[config.mk]
export PLATFORM = sky130hd
export DESIGN_NAME = event4_alarm
export DESIGN_NICKNAME = d
export VERILOG_FILES = /design/src/event4_pkg.sv /design/src/event4_alarm.sv /design/src/tick_gen.sv
export SDC_FILE = /design/constraint.sdc
export NUM_CORES = 1
export LEC_CHECK = 0
export ABC_CLOCK_PERIOD_IN_PS = 14000
export BUFFER_PORTS_ARGS = -buffer_cell sky130_fd_sc_hd__buf_2
export CAP_MARGIN = 15
export CORE_ASPECT_RATIO = 1.75
export CORE_UTILIZATION = 55
export CTS_BUF_LIST = sky130_fd_sc_hd__clkbuf_8
export DETAILED_ROUTE_END_ITERATION = 8
export PLACE_DENSITY = 0.82
export SKIP_CTS_REPAIR_TIMING = 1
export SYNTH_ARGS = -nofsm -noshare
export SYNTH_HDL_FRONTEND = slang
export SYNTH_SLANG_ARGS = --single-unit
[constraint.sdc]
create_clock -name hclk -period 14 [get_ports hclk]
set_clock_uncertainty 0.05 [all_clocks]
set_input_delay 1.4 -clock hclk [delete_from_list [all_inputs] [get_ports hclk]]
set_output_delay 1.4 -clock hclk [all_outputs]
set_load 0.01 [all_outputs]
[src/event4_pkg.sv]
// constants, register map and state layout of the fourth-event alarm block
// assumes a 20 MHz hclk; values in tenths of a unit (0.1 degree, 0.1 %)
// ----------------------------------------------------------------------
// Operation
// ----------------------------------------------------------------------
// Operation
// - loop-break watch arms only with output at its low or high limit
// - armed: alarm when loop-break time ends with value inside the range
// - range fixed: 2 degrees for temperature, 0.2 % of span otherwise
// - at low limit: direct expects a rise, reverse expects a fall
// - at high limit: direct expects a fall, reverse expects a rise
// - autotune finish loads loop-break time with twice the integral time
// - no loop-break check in autotune, stop, heat/cool, time 0, unassigned
// - alarm clears on value leaving the range in time, or in deadband
// - hold select resets to off; hold after power-up and stop-to-run (power-up hold clears before any type is written; type resets to none)
// - re-hold also on setpoint change, unless limiter on or remote mode
// - a held alarm stays off while hold suppression lasts
// - interlock select is 0 unused or 1 used, reset value 0
// - gap limited to span, or to 110.0 % for output types; resets to 2
// - loop-break type ignores the differential gap
// - heat output types compare feedback resistance input when it is used
// - type code 9 selects loop break; codes 1 to 8 and 10 to 13 select comparisons
// - event output delayed 0.0 to 600.0 s, reset value zero
package event4_pkg;

  // ----------------------------------------------------------------------
  // timing
  // ----------------------------------------------------------------------
  localparam int              CLK_HZ        = 20_000_000;
  localparam int              TICK_TIME_MS  = 100;
  localparam int              TICK_CYCLES   = CLK_HZ / 1000 * TICK_TIME_MS;
  localparam logic [19:0]     TICKS_PER_SEC = 20'h0000a;
  localparam logic [12:0]     DELAY_MAX     = 13'h1770;    // 600.0 s in ticks
  localparam logic signed [16:0] MV_GAP_MAX    = 17'sh0044c; // 110.0 %
  localparam logic signed [16:0] LB_RANGE_TEMP = 17'sh00014; // 2.0 degrees
  localparam int              LB_RANGE_DIV  = 500;         // span / 500 = 0.2 %

  // ----------------------------------------------------------------------
  // event types and hold selections
  // ----------------------------------------------------------------------
  localparam logic [3:0] EV_NONE = 4'h0;
  localparam logic [3:0] EV_DEV_HIGH = 4'h1;
  localparam logic [3:0] EV_DEV_LOW = 4'h2;
  localparam logic [3:0] EV_DEV_HL = 4'h3;
  localparam logic [3:0] EV_BAND = 4'h4;
  localparam logic [3:0] EV_PV_HIGH = 4'h5;
  localparam logic [3:0] EV_PV_LOW = 4'h6;
  localparam logic [3:0] EV_SV_HIGH = 4'h7;
  localparam logic [3:0] EV_SV_LOW = 4'h8;
  localparam logic [3:0] EV_LOOP_BREAK = 4'h9;
  localparam logic [3:0] EV_HEAT_HIGH = 4'ha;
  localparam logic [3:0] EV_HEAT_LOW = 4'hb;
  localparam logic [3:0] EV_COOL_HIGH = 4'hc;
  localparam logic [3:0] EV_COOL_LOW = 4'hd;
  localparam logic [1:0] HOLD_OFF = 2'h0;
  localparam logic [1:0] HOLD_REHOLD = 2'h2;

  // ----------------------------------------------------------------------
  // register offsets and fields
  // ----------------------------------------------------------------------
  localparam logic [7:0] OFS_CFG = 8'h00;
  localparam logic [7:0] OFS_LB_TIME = 8'h04;
  localparam logic [7:0] OFS_DEADBAND = 8'h08;
  localparam logic [7:0] OFS_GAP = 8'h0c;
  localparam logic [7:0] OFS_SPAN = 8'h10;
  localparam logic [7:0] OFS_EV_SET = 8'h14;
  localparam logic [7:0] OFS_DELAY = 8'h18;
  localparam logic [7:0] OFS_STATUS = 8'h1c;
  localparam logic [7:0] OFS_CMD = 8'h20;
  localparam int CFG_TYPE = 0;
  localparam int CFG_HOLD = 4;
  localparam int CFG_INTERLOCK = 6;
  localparam int CFG_REVERSE = 7;
  localparam int CFG_HEAT_COOL = 8;
  localparam int CFG_TEMP = 9;
  localparam int CFG_FBR = 10;
  localparam int CFG_ASSIGN = 11;
  localparam int CMD_CLEAR = 0;
  localparam logic [15:0] GAP_RESET = 16'h0002;
  localparam logic [15:0] SPAN_RESET = 16'h0fa0;

  // ----------------------------------------------------------------------
  // state of the top module
  // ----------------------------------------------------------------------
  typedef struct packed {
    logic        wr_pend;
    logic [7:0]  waddr;
    logic [31:0] rdata;
    logic [3:0]  ev_type;
    logic [1:0]  hold_sel;
    logic        interlock;
    logic        reverse;
    logic        heat_cool;
    logic        temp_input;
    logic        fbr_used;
    logic        assigned;
    logic [15:0] lb_time;
    logic [15:0] deadband;
    logic [15:0] gap;
    logic [15:0] span;
    logic [15:0] ev_set;
    logic [12:0] delay;
    logic        hold;
    logic        cmp_on;
    logic [12:0] dly_cnt;
    logic        delayed;
    logic        latch;
    logic        event_out;
    logic [19:0] lb_cnt;
    logic        lb_armed;
    logic        lb_side_low;
    logic [15:0] pv_ref;
    logic        lb_alarm;
    logic        run_q;
    logic [15:0] sv_q;
  } state_s;

  localparam state_s STATE_RESET = '{gap: GAP_RESET, span: SPAN_RESET, assigned: 1'b1, hold: 1'b1, default: '0};

endpackage

[src/event4_alarm.sv]
// fourth-event alarm: loop break, comparisons, hold, delay, interlock
// assumes an AHB-Lite master, process inputs synchronous to hclk
//
// Local design decisions: the register addresses and the AHB-Lite register port.
`timescale 1ns/10ps
module event4_alarm #(
  parameter int TICK_CYCLES = event4_pkg::TICK_CYCLES
) (
  input  wire logic        hclk,
  input  wire logic        hresetn,
  input  wire logic        hsel,
  input  wire logic [7:0]  haddr,
  input  wire logic [1:0]  htrans,
  input  wire logic        hwrite,
  input  wire logic [2:0]  hsize,
  input  wire logic [31:0] hwdata,
  input  wire logic        hready,
  output logic             hreadyout,
  output logic             hresp,
  output logic [31:0]      hrdata,
  input  wire logic [15:0] measured_value,
  input  wire logic [15:0] target_setpoint,
  input  wire logic [15:0] heat_side_output,
  input  wire logic [15:0] cool_side_output,
  input  wire logic [15:0] feedback_resistance_input,
  input  wire logic [15:0] out_low_limit,
  input  wire logic [15:0] out_high_limit,
  input  wire logic        autotuning_active,
  input  wire logic        autotune_done,
  input  wire logic [15:0] integral_time,
  input  wire logic        run_mode,
  input  wire logic        rate_limiter_on,
  input  wire logic        remote_mode,
  output logic             event_out,
  output logic             loop_break_alarm
);

  event4_pkg::state_s st;
  event4_pkg::state_s n;
  logic                tick;
  logic signed [16:0]  pv;
  logic signed [16:0]  sv;
  logic signed [16:0]  dev;
  logic signed [16:0]  adev;
  logic signed [16:0]  ref_v;
  logic signed [16:0]  range;
  logic signed [16:0]  x;
  logic signed [16:0]  t;
  logic signed [16:0]  g;
  logic [15:0]         mv;
  logic [19:0]         lb_limit;
  logic                is_high;
  logic                cmp_type;
  logic                hold_ok;
  logic                is_mv;
  logic                lb_off;
  logic                at_low;
  logic                at_high;
  logic                armed;
  logic                expect_rise;
  logic                moved;
  logic                in_db;
  logic                hold_en;
  logic                raw;
  logic                clear_cmd;
  logic                take;

  // ----------------------------------------------------------------------
  // period tick for timers
  // ----------------------------------------------------------------------
  tick_gen #(
    .TICK_CYCLES (TICK_CYCLES)
  ) u_tick (
    .hclk    (hclk),
    .hresetn (hresetn),
    .tick    (tick)
  );

  // hysteresis compare: on at threshold, off once back past threshold by gap
  function automatic logic hyst(input logic signed [16:0] xv, input logic signed [16:0] tv,
                                input logic signed [16:0] gv, input logic high, input logic prev);
    if (high) begin
      hyst = prev ? (xv > tv - gv) : (xv >= tv);
    end else begin
      hyst = prev ? (xv < tv + gv) : (xv <= tv);
    end
  endfunction

  // ----------------------------------------------------------------------
  // next-state logic
  // ----------------------------------------------------------------------
  always_comb begin
    n         = st;
    pv        = {measured_value[15], measured_value};
    sv        = {target_setpoint[15], target_setpoint};
    dev       = pv - sv;
    adev      = dev[16] ? -dev : dev;
    ref_v     = {st.pv_ref[15], st.pv_ref};
    mv        = st.fbr_used ? feedback_resistance_input : heat_side_output;
    clear_cmd = 1'b0;
    take      = hsel && htrans[1] && hready;

    // data phase of a write
    if (st.wr_pend) begin
      case (st.waddr)
        event4_pkg::OFS_CFG: begin
          n.ev_type    = hwdata[event4_pkg::CFG_TYPE +: 4];
          n.hold_sel   = hwdata[event4_pkg::CFG_HOLD +: 2];
          n.interlock  = hwdata[event4_pkg::CFG_INTERLOCK];
          n.reverse    = hwdata[event4_pkg::CFG_REVERSE];
          n.heat_cool  = hwdata[event4_pkg::CFG_HEAT_COOL];
          n.temp_input = hwdata[event4_pkg::CFG_TEMP];
          n.fbr_used   = hwdata[event4_pkg::CFG_FBR];
          n.assigned   = hwdata[event4_pkg::CFG_ASSIGN];
        end
        event4_pkg::OFS_LB_TIME:  n.lb_time = hwdata[15:0];
        event4_pkg::OFS_DEADBAND: n.deadband = hwdata[15:0];
        event4_pkg::OFS_GAP:      n.gap = hwdata[15:0];
        event4_pkg::OFS_SPAN:     n.span = hwdata[15:0];
        event4_pkg::OFS_EV_SET:   n.ev_set = hwdata[15:0];
        event4_pkg::OFS_DELAY: begin
          n.delay = (hwdata[31:0] > 32'(event4_pkg::DELAY_MAX)) ? event4_pkg::DELAY_MAX : hwdata[12:0];
        end
        event4_pkg::OFS_CMD:      clear_cmd = hwdata[event4_pkg::CMD_CLEAR];
        default: ;
      endcase
    end

    // autotune result overrides a software write in the same cycle
    if (autotune_done) begin
      n.lb_time = integral_time[15] ? 16'hffff : {integral_time[14:0], 1'b0};
    end

    // comparison selection per event type
    x        = dev;
    t        = {st.ev_set[15], st.ev_set};
    is_high  = 1'b1;
    cmp_type = 1'b1;
    hold_ok  = 1'b1;
    is_mv    = 1'b0;
    case (st.ev_type)
      event4_pkg::EV_DEV_HIGH: x = dev;
      event4_pkg::EV_DEV_LOW: begin
        t       = -t;
        is_high = 1'b0;
      end
      event4_pkg::EV_DEV_HL, event4_pkg::EV_BAND: x = adev;
      event4_pkg::EV_PV_HIGH: x = pv;
      event4_pkg::EV_PV_LOW: begin
        x       = pv;
        is_high = 1'b0;
      end
      event4_pkg::EV_SV_HIGH: begin
        x       = sv;
        hold_ok = 1'b0;
      end
      event4_pkg::EV_SV_LOW: begin
        x       = sv;
        is_high = 1'b0;
        hold_ok = 1'b0;
      end
      event4_pkg::EV_HEAT_HIGH, event4_pkg::EV_HEAT_LOW: begin
        x       = {1'b0, mv};
        is_high = (st.ev_type == event4_pkg::EV_HEAT_HIGH);
        is_mv   = 1'b1;
      end
      event4_pkg::EV_COOL_HIGH, event4_pkg::EV_COOL_LOW: begin
        x       = {1'b0, cool_side_output};
        is_high = (st.ev_type == event4_pkg::EV_COOL_HIGH);
        is_mv   = 1'b1;
      end
      default: begin
        cmp_type = 1'b0;
        hold_ok  = 1'b0;
      end
    endcase

    // gap limited to its legal range; loop break never sees it
    g = {1'b0, st.gap};
    if (is_mv && g > event4_pkg::MV_GAP_MAX) begin
      g = event4_pkg::MV_GAP_MAX;
    end else if (!is_mv && g > {1'b0, st.span}) begin
      g = {1'b0, st.span};
    end
    n.cmp_on = cmp_type && hyst(x, t, g, is_high, st.cmp_on);

    // loop-break supervision
    lb_off = autotuning_active || !run_mode || st.heat_cool || (st.lb_time == 16'h0000) ||
             !st.assigned || (st.ev_type != event4_pkg::EV_LOOP_BREAK);
    at_low      = mv <= out_low_limit;
    at_high     = mv >= out_high_limit;
    armed       = !lb_off && (at_low || at_high);
    expect_rise = at_low ? !st.reverse : st.reverse;
    range       = st.temp_input ? event4_pkg::LB_RANGE_TEMP : 17'(st.span / event4_pkg::LB_RANGE_DIV);
    if (range == 17'sh00000) begin
      range = 17'sh00001;
    end
    moved    = expect_rise ? (pv > ref_v + range) : (pv < ref_v - range);
    in_db    = (st.deadband != 16'h0000) && (adev <= {1'b0, st.deadband});
    lb_limit = 20'(st.lb_time) * event4_pkg::TICKS_PER_SEC;
    if (!armed) begin
      n.lb_cnt   = '0;
      n.lb_armed = 1'b0;
      if (lb_off) begin
        n.lb_alarm = 1'b0;
      end
    end else if (!st.lb_armed || (at_low != st.lb_side_low)) begin
      n.lb_armed    = 1'b1;
      n.lb_side_low = at_low;
      n.pv_ref      = measured_value;
      n.lb_cnt      = '0;
    end else if (moved) begin
      n.pv_ref   = measured_value;
      n.lb_cnt   = '0;
      n.lb_alarm = 1'b0;
    end else if (st.lb_cnt >= lb_limit) begin
      n.lb_alarm = 1'b1;
      n.pv_ref   = measured_value;
      n.lb_cnt   = '0;
    end else if (tick) begin
      n.lb_cnt = st.lb_cnt + 20'h00001;
    end
    if (in_db) begin
      n.lb_alarm = 1'b0;
    end

    // hold: pending from reset, re-armed on stop-to-run and on setpoint change
    n.run_q = run_mode;
    n.sv_q  = target_setpoint;
    hold_en = (st.hold_sel != event4_pkg::HOLD_OFF) && hold_ok;
    if (st.hold && !n.cmp_on) begin
      n.hold = 1'b0;
    end
    if (run_mode && !st.run_q) begin
      n.hold = 1'b1;
    end
    if ((target_setpoint != st.sv_q) && (st.hold_sel == event4_pkg::HOLD_REHOLD) &&
        !rate_limiter_on && !remote_mode) begin
      n.hold = 1'b1;
    end

    // suppression, output delay, interlock latch
    raw = (st.ev_type == event4_pkg::EV_LOOP_BREAK) ? st.lb_alarm : (st.cmp_on && !(st.hold && hold_en));
    if (!raw) begin
      n.dly_cnt = '0;
      n.delayed = 1'b0;
    end else if (st.dly_cnt >= st.delay) begin
      n.delayed = 1'b1;
    end else if (tick) begin
      n.dly_cnt = st.dly_cnt + 13'h0001;
    end
    if (!st.interlock) begin
      n.latch = 1'b0;
    end else if (st.delayed) begin
      n.latch = 1'b1;
    end else if (clear_cmd) begin
      n.latch = 1'b0;
    end
    n.event_out = st.delayed || st.latch;

    // address phase; read data taken from the updated registers, status word from the current state
    n.wr_pend = take && hwrite;
    if (take) begin
      n.waddr = haddr;
    end
    if (take && !hwrite) begin
      case (haddr)
        event4_pkg::OFS_CFG: begin
          n.rdata = {20'h00000, n.assigned, n.fbr_used, n.temp_input, n.heat_cool, n.reverse,
                     n.interlock, n.hold_sel, n.ev_type};
        end
        event4_pkg::OFS_LB_TIME:  n.rdata = {16'h0000, n.lb_time};
        event4_pkg::OFS_DEADBAND: n.rdata = {16'h0000, n.deadband};
        event4_pkg::OFS_GAP:      n.rdata = {16'h0000, n.gap};
        event4_pkg::OFS_SPAN:     n.rdata = {16'h0000, n.span};
        event4_pkg::OFS_EV_SET:   n.rdata = {16'h0000, n.ev_set};
        event4_pkg::OFS_DELAY:    n.rdata = {19'h00000, n.delay};
        event4_pkg::OFS_STATUS: begin
          n.rdata = {st.lb_cnt[15:0], 9'h000, st.latch, st.delayed, st.hold, st.lb_armed, st.cmp_on,
                     st.lb_alarm, st.event_out};
        end
        default: n.rdata = 32'h00000000;
      endcase
    end
  end

  // state register
  always_ff @(posedge hclk or negedge hresetn) begin
    if (!hresetn) begin
      st <= event4_pkg::STATE_RESET;
    end else begin
      st <= n;
    end
  end

  // zero-wait slave, always OKAY
  assign hreadyout        = 1'b1;
  assign hresp            = 1'b0;
  assign hrdata           = st.rdata;
  assign event_out        = st.event_out;
  assign loop_break_alarm = st.lb_alarm;

  // ----------------------------------------------------------------------
  // assertions
  // ----------------------------------------------------------------------
  lb_disable_a: assert property (@(posedge hclk) disable iff (!hresetn) lb_off |=> (!st.lb_alarm && st.lb_cnt == 20'h00000))
    else $error("loop break active while disabled");
  lb_restart_a: assert property (@(posedge hclk) disable iff (!hresetn) !armed |=> (st.lb_cnt == 20'h00000 && !st.lb_armed))
    else $error("loop break timer not restarted");
  lb_arm_a: assert property (@(posedge hclk) disable iff (!hresetn) st.lb_armed |-> $past(at_low || at_high))
    else $error("armed away from output limit");
  lb_fire_a: assert property (@(posedge hclk) disable iff (!hresetn)
    (armed && st.lb_armed && at_low == st.lb_side_low && !moved && !in_db && st.lb_cnt >= lb_limit) |=> st.lb_alarm)
    else $error("loop break alarm not raised at time out");
  lb_clear_a: assert property (@(posedge hclk) disable iff (!hresetn) (st.lb_alarm && in_db) |=> !st.lb_alarm)
    else $error("alarm kept inside deadband");
  at_load_a: assert property (@(posedge hclk) disable iff (!hresetn)
    (autotune_done && !integral_time[15]) |=> st.lb_time == {$past(integral_time[14:0]), 1'b0})
    else $error("autotune did not load twice the integral time");
  rehold_set_a: assert property (@(posedge hclk) disable iff (!hresetn)
    (target_setpoint != st.sv_q && st.hold_sel == event4_pkg::HOLD_REHOLD && !rate_limiter_on && !remote_mode) |=> st.hold)
    else $error("re-hold missed on setpoint change");
  hold_block_a: assert property (@(posedge hclk) disable iff (!hresetn)
    (st.hold && hold_en && st.ev_type != event4_pkg::EV_LOOP_BREAK) |=> !st.delayed)
    else $error("held alarm reached the output");
  gap_free_a: assert property (@(posedge hclk) disable iff (!hresetn) (st.ev_type == event4_pkg::EV_LOOP_BREAK) |=> !st.cmp_on)
    else $error("comparison active for loop break type");
  delay_hold_a: assert property (@(posedge hclk) disable iff (!hresetn) $rose(st.delayed) |-> $past(st.dly_cnt >= st.delay))
    else $error("event output before delay");
  latch_keep_a: assert property (@(posedge hclk) disable iff (!hresetn) (st.latch && st.interlock) |=> st.event_out)
    else $error("interlocked event dropped");

endmodule

[src/tick_gen.sv]
// fixed-period tick divider for the alarm timers
// assumes one free-running clock, an asynchronous active-low reset and event4_pkg compiled first
`timescale 1ns/10ps
module tick_gen #(
  parameter int TICK_CYCLES = event4_pkg::TICK_CYCLES
) (
  input  wire logic hclk,
  input  wire logic hresetn,
  output logic      tick
);

  typedef struct packed {
    logic [31:0] cnt;
    logic        tick;
  } tick_state_s;

  tick_state_s st;
  tick_state_s next_st;

  // count up and pulse one cycle at the end of each period
  always_comb begin
    next_st      = st;
    next_st.tick = 1'b0;
    if (st.cnt == 32'(TICK_CYCLES - 1)) begin
      next_st.cnt  = '0;
      next_st.tick = 1'b1;
    end else begin
      next_st.cnt = st.cnt + 32'h00000001;
    end
  end

  // period register
  always_ff @(posedge hclk or negedge hresetn) begin
    if (!hresetn) begin
      st <= '0;
    end else begin
      st <= next_st;
    end
  end

  assign tick = st.tick;

endmodule

==> results of run 1 <==
==> cells by family after synthesis <==
logic type / after synthesis / share of synthesized area, %
mux: 139 / 6.93
flops: 253 / 27.9
fa+ha+maj: 284 / 15.8
other cells: 2 / 0.0330
xor+xnor: 186 / 7.16
simple gates: 779 / 17.0
buf+inv: 348 / 6.43
compound gates: 636 / 18.8
==> cells in the final DEF (no fill, tap or decap), types with 13 or more instances in the layout <==
cell type	n
nand3_1	59
and2_1	14
a221o_1	17
mux2i_1	38
nand2_1	166
o21a_1	61
o21bai_1	23
ha_1	277
a21o_1	37
nor4_1	35
buf_4	17
or3_1	13
a222oi_1	16
dfrtp_1	244
inv_1	218
and3_1	29
nor2b_1	44
mux2_2	95
buf_2	211
nor3_1	41
o21ai_0	146
a21oi_1	171
xor2_1	89
or2_2	17
xnor2_1	97
nand2b_1	47
clkbuf_8	46
a31oi_1	16
nand4_1	52
a22o_1	20
nor2_1	227
==> final cells by class <==
type                    instances  area [um2]  area share [%]
multi-input cells            2026       15000            60.5
flip-flops and latches        253        6340            25.6
repair buffers                230        1210            4.87
inverters                     216         811            3.28
well taps                     550         688            2.78
clock buffers                  46         633            2.56
clock inverters                18        93.8           0.379
diodes                          4        10.0          0.0404
==> flip-flops by register name, summed over array words and instances, names as in the netlist <==
name and count:
u_tick.tick 1, hrdata 32, event_out 1, st 170, ref_v 16, u_tick.st 32, loop_break_alarm 1
==> worst reg2reg max path: cells and delay by family, from the launching register on <==
family	cells	cell delay, ns
fa+ha+maj	4	1.10
xor+xnor	2	0.38
flops	1	0.63
simple gates	23	4.86
mux	3	0.99
compound gates	13	3.51
==> routing by layer <==
layer | vias to the layer above | wire length, um | GRT usage [%] | part of all wire [%]
li1 | 9602 | - | - | -
met1 | 9803 | 24400 | 34.2 | 35
met2 | 846 | 35300 | 59.5 | 50
met3 | 322 | 3750 | 5.40 | 5.3
met4 | 2 | 7240 | 30.5 | 10
met5 | - | 11 | 0 | 0.016
==> power by group through the flow <==
| stage | clock network (uW) | registers (uW) | logic [uW] |
|---|---|---|---|
| 2_1_floorplan | 0 | 822 | 1640 |
| 3_3_place_gp | 0 | 856 | 2020 |
| 3_5_place_dp | 0 | 860 | 2110 |
| 4_1_cts | 616 | 846 | 2120 |
| 5_1_grt | 651 | 858 | 2360 |
| 6_report | 614 | 850 | 2130 |
==> worst max-delay path by stage <==
stage,slack (ns),start,to
3_3_place_gp,2.79,st[114]$_DFF_PN1_,st[36]$_DFFE_PN0P_
2_1_floorplan,3.38,st[114]$_DFF_PN1_,ref_v[10]$_DFFE_PN0P_
3_5_place_dp,2.56,st[114]$_DFF_PN1_,st[48]$_DFFE_PN0P_
5_1_grt,1.62,st[114]$_DFF_PN1_,st[53]$_DFFE_PN0P_
6_report,2.41,st[114]$_DFF_PN1_,st[47]$_DFFE_PN0P_
4_1_cts,2.50,st[114]$_DFF_PN1_,st[47]$_DFFE_PN0P_
==> through the flow <==
step	instances	instance area (um2)	hold WS, ns	util [%]
2_1_floorplan	2627	22800	0.383	-
3_3_place_gp	3274	24000	0.397	58.8
3_5_place_dp	3274	24000	0.411	58.8
4_1_cts	3338	24700	0.426	60.6
5_1_grt	3342	24700	0.436	60.6
6_report	3343	24800	0.422	60.6
==> results.md, run 1 <==
* Drt wl/cell at 21.1 um
* Worst path max stage delay at 0.65 ns
* Die Wd at 156 um
* Min-delay worst type: flop to flop
* Setup slack after layout at 2.41 ns
* Fmax at 0.0863 GHz
* Die ar. at 42,200 um2
* Worst path depth at 45
* Crit Path Max Fanout at 20
* Worst slew margin at 23.5%
* Synthesized area at 22,800 um2
* Worst slew pin tran at 1.14 ns
* RSZ-0062 raised after global routing: false
* Overflow after GRT at 0
* Ys async rst share at 100%
* Vias in the first global route at 21.1k
* Arrival time worst endpoint at 12.03 ns
* Setup TNS at 0 ns
* Root Driver: clkbuf_8
* FF+latch count, synth at 253
* Final hold vios at 0
* Gate power share at 59.3%
* Routed vias at 20.6k
* Internal power at 1990 uW
* Initial antenna violation count at 4
* Slowest cell on the critical path: nor4_1
* Flop pwr share at 23.6%
* Clk buf depth at 3
* Tot Pwr at 3590 uW
* Pwr dens at 145 nW/um2
* Clk_lat worst skew at 0.59 ns
* Post-synth top area cell: dfrtp_1
* I/O pin count at 219
* CORE AREA at 40,800 um2
* Hold-critical path depth at 1
* Largest net degree at the start of global routing at 132
* Final number of setup-violating endpoints at 0
* Crit path time final at 11.59 ns
* Outcome: finished clean
* Synthesis-to-finish area growth at 8.78%
* Initial DRC Count at 1,404
* R2r worst-path depth at 45
* Pre-CTS WS at 2.56 ns
* Hold_sp: u_tick.st[1]$_DFF_PN0_
* R2R Path Start: st[114]$_DFF_PN1_
* Bufs and invs on worst path at 0
* Port Buffers at 212
* Fin nets at 3,232
* LEAKAGE at 0.0121 uW
* Maxcap violations at 0
* Yosys warns at 0
* Largest cells by area after synthesis: dfrtp_1 (27%), ha_1 (15%), mux2_2 (4.7%), a21oi_1 (3.8%), nor2_1 (3.7%)
* Prevailing post-synth register cell: dfrtp_1
* Setup CP Type: flop to flop
* Max Slew Vio Count at 0
* R2R Path End: st[47]$_DFFE_PN0P_
* Final GP Congestion at 1.01
* CTS H-tree depth at 2
* Hpwl dp at 56.3 mm
* Fill count at 3,548
* CP Data Required Time at 14.44 ns
* Post-DR vias/cell at 6.15
* GRT Util Overall at 33.9%
* Fraction of layout cells with a size suffix above 1 at 15.8%
* First-pass GRT wire length at 111 mm
* WL final at 70.7 mm
* Clock sinks at 253
* Antenna viol nets, final at 0
* Sequential-to-total area share from yosys stat at 27.9%
* Part of the power in the clock network at 17.1%
* Count leader, synth: ha_1
* Residual DRC at 0
* EDFF count, synth at 0
* Synth top area share at 26.8%
* Clock-pin slew on the worst setup and hold paths at 0.07 ns
* DIE HEIGHT at 271 um
* Setup crit start kind: flop
* Register-to-register setup slack at 2.41 ns
* Crit share post-route at 82.8%
* Sw frac at 44.5%
* Starting Density at 55.7%
* Critical Path Sink Type: flop
* Delay-heaviest family, CP: simple AND/OR/NAND/NOR gates
* NetSw at 1600 uW
* 1st-pass router iterations at 8
* Num rows at 98
* Worst VDD drop at 0.139 mV
* Post-Syn Nets at 3,093
* CTS tree: done
* CP most frequent cell: nor2_1
* Netlist cell types at 99
* Total CTS buffers at 39
* Post-Syn Instances at 2,627
* Top cells by count, synth: ha_1 (277), dfrtp_1 (244), nor2_1 (227)
* Avg Cell Area, Syn at 8.66 um2
* WHS Endpoint: u_tick.st[1]$_DFF_PN0_
Note: power is estimated with default switching activity, not from simulation.
==> run 2: changes to the inputs <==
ABC_CLOCK_PERIOD_IN_PS = 12100   (was 14000)
clock period = 12.1 ns   (was 14 ns; I/O delays follow)
==> run 2 against run 1 <==
  * Clock-buffer cell count did not move
  * Sequential share of layout area fell by 0.22 points
  * Sequential power rose by 16%
  * Critical path type unchanged
  * Largest power group unchanged
  * Critical path depth fell by 3
  * Hold slack improved by 0.0022 ns
  * Sequential cell count did not move
  * Power rose by 21%
  * Maximum frequency rose by 1.9%
==> results.md, run 2 (synthesized netlist as in run 1, its figures left out) <==
* GR Util met2 at 58.8%
* Synthesis-to-finish area growth at 9.73%
* Hold_sp: u_tick.st[1]$_DFF_PN0_
* Register-to-register setup slack at 0.73 ns
* GR peak layer: met2
* Crit share post-route at 94.0%
* First-pass GRT wire length at 111 mm
* Fraction of layout cells with a size suffix above 1 at 16.3%
* RSZ-0062 raised after global routing: false
* Drt wl/cell at 21.3 um
* Setup CP Type: flop to flop
* Die Wd at 156 um
* Largest net degree at the start of global routing at 118
* Max reg flops at 170
* Die ar. at 42,200 um2
* Overflow after GRT at 0
* Num rows at 98
* Most frequent cells in the layout: ha_1 (277), dfrtp_1 (244), nor2_1 (226)
* Initial DRC Count at 1,576
* CP Data Required Time at 12.52 ns
* Final hold vios at 0
* Fill count at 3,445
* Worst slew margin at 25.7%
* Pre-CTS WS at 0.648 ns
* Antenna viol nets, final at 0
* Root Driver: clkbuf_8
* Clock sinks at 253
* Crit Path Max Fanout at 19
* R2r worst-path depth at 42
* Critical Path Sink Type: flop
* Post-DR vias/cell at 6.19
* Fin nets at 3,231
* WL final at 71.3 mm
* Worst slew pin tran at 1.11 ns
* DP Area at 24,000 um2
* Routed vias at 20.7k
* GRT met3 Usage at 6.52%
* GRT Util Overall at 34.1%
* CTS H-tree depth at 2
* Hold-critical path depth at 1
* R2R Path Start: st[114]$_DFF_PN1_
* Total CTS buffers at 39
* Outcome: finished clean
* Largest Register: st
* CTS tree: done
* Maxcap violations at 0
* Hpwl dp at 56.0 mm
* WHS Endpoint: u_tick.st[1]$_DFF_PN0_
* LEAKAGE at 0.0122 uW
* I/O pin count at 219
* Port Buffers at 212
* Starting Density at 55.7%
* CORE AREA at 40,800 um2
* M1 GR Usage at 34.6%
* R2R Path End: ref_v[9]$_DFFE_PN0P_
* Max Slew Vio Count at 0
* Final GP Congestion at 1.01
* Residual DRC at 0
* Setup slack after layout at 0.726 ns
* Fmax at 0.0879 GHz
* Clk_lat worst skew at 0.60 ns
* Clock-pin slew on the worst setup and hold paths at 0.07 ns
* Final number of setup-violating endpoints at 0
* Commonest non-fill, non-tap cell in the layout: ha_1
* Min-delay worst type: flop to flop
* Design area at 25,000 um2
* 1st-pass router iterations at 8
* Arrival time worst endpoint at 11.79 ns
* Setup TNS at 0 ns
* Worst VDD drop at 0.144 mV
* Setup crit start kind: flop
* Initial antenna violation count at 7
* DIE HEIGHT at 271 um
* Footprint of the multi-input gates at 15,000 um2
* Pwr dens at 174 nW/um2
* Worst path max stage delay at 0.63 ns
* Crit path time final at 11.37 ns
* Slowest cell on the critical path: dfstp_2
* Vias in the first global route at 21.1k
* Clk buf depth at 3
* Reg area at 6340 um2
[run 2: stage by stage]
step | instances | util (%) | power, uW | hold slack, ns
floorplan | 2627 | - | 2840 | 0.383
global placement | 3272 | 58.8 | 3320 | 0.398
detailed placement | 3272 | 58.8 | 3440 | 0.412
CTS | 3344 | 61.1 | 4330 | 0.421
global route | 3349 | 61.1 | 4660 | 0.441
finish | 3349 | 61.1 | 4340 | 0.424
[run 2: critical path, delay by kind of cell, from the launching register on]
| kind | cells | cell delay, ns |
|---|---|---|
| simple gates | 12 | 2.80 |
| fa+ha+maj | 4 | 1.16 |
| flops | 1 | 0.63 |
| compound gates | 19 | 4.69 |
| xor+xnor | 1 | 0.22 |
| buf+inv | 2 | 0.34 |
| mux | 4 | 1.35 |
[run 2: layout make-up]
type                       instances  share of cell area, %
clock buffer                      46                   2.54
antenna                            3                 0.0301
inverter                         216                   3.25
tap                              550                   2.76
clock inverter                    26                   1.25
timing repair buffer             229                   4.80
multi-input combinational       2026                   60.0
sequential                       253                   25.4
[run 2: metal layers]
layer	share of wire, %	routed length, um
met1	34	24300
met4	10	7350
met2	49	35000
met5	0.057	41
met3	6.4	4580
[run 2: worst max-delay path by stage]
stage	slack (ns)	to	from
after detailed placement	0.65	st[41]$_DFFE_PN0P_	st[114]$_DFF_PN1_
after floorplan	1.48	ref_v[10]$_DFFE_PN0P_	st[114]$_DFF_PN1_
final	0.73	ref_v[9]$_DFFE_PN0P_	st[114]$_DFF_PN1_
after global placement	0.94	st[39]$_DFFE_PN0P_	st[114]$_DFF_PN1_
after global routing	0.02	st[41]$_DFFE_PN0P_	st[114]$_DFF_PN1_
after CTS	0.63	st[41]$_DFFE_PN0P_	st[114]$_DFF_PN1_
[run 2: where the power goes]
group	leakage [uW]	internal (uW)	switching (uW)
logic	0.00866	1060	1420
clock network	0.000490	486	389
registers	0.00308	903	81.4
total	0.0122	2450	1890
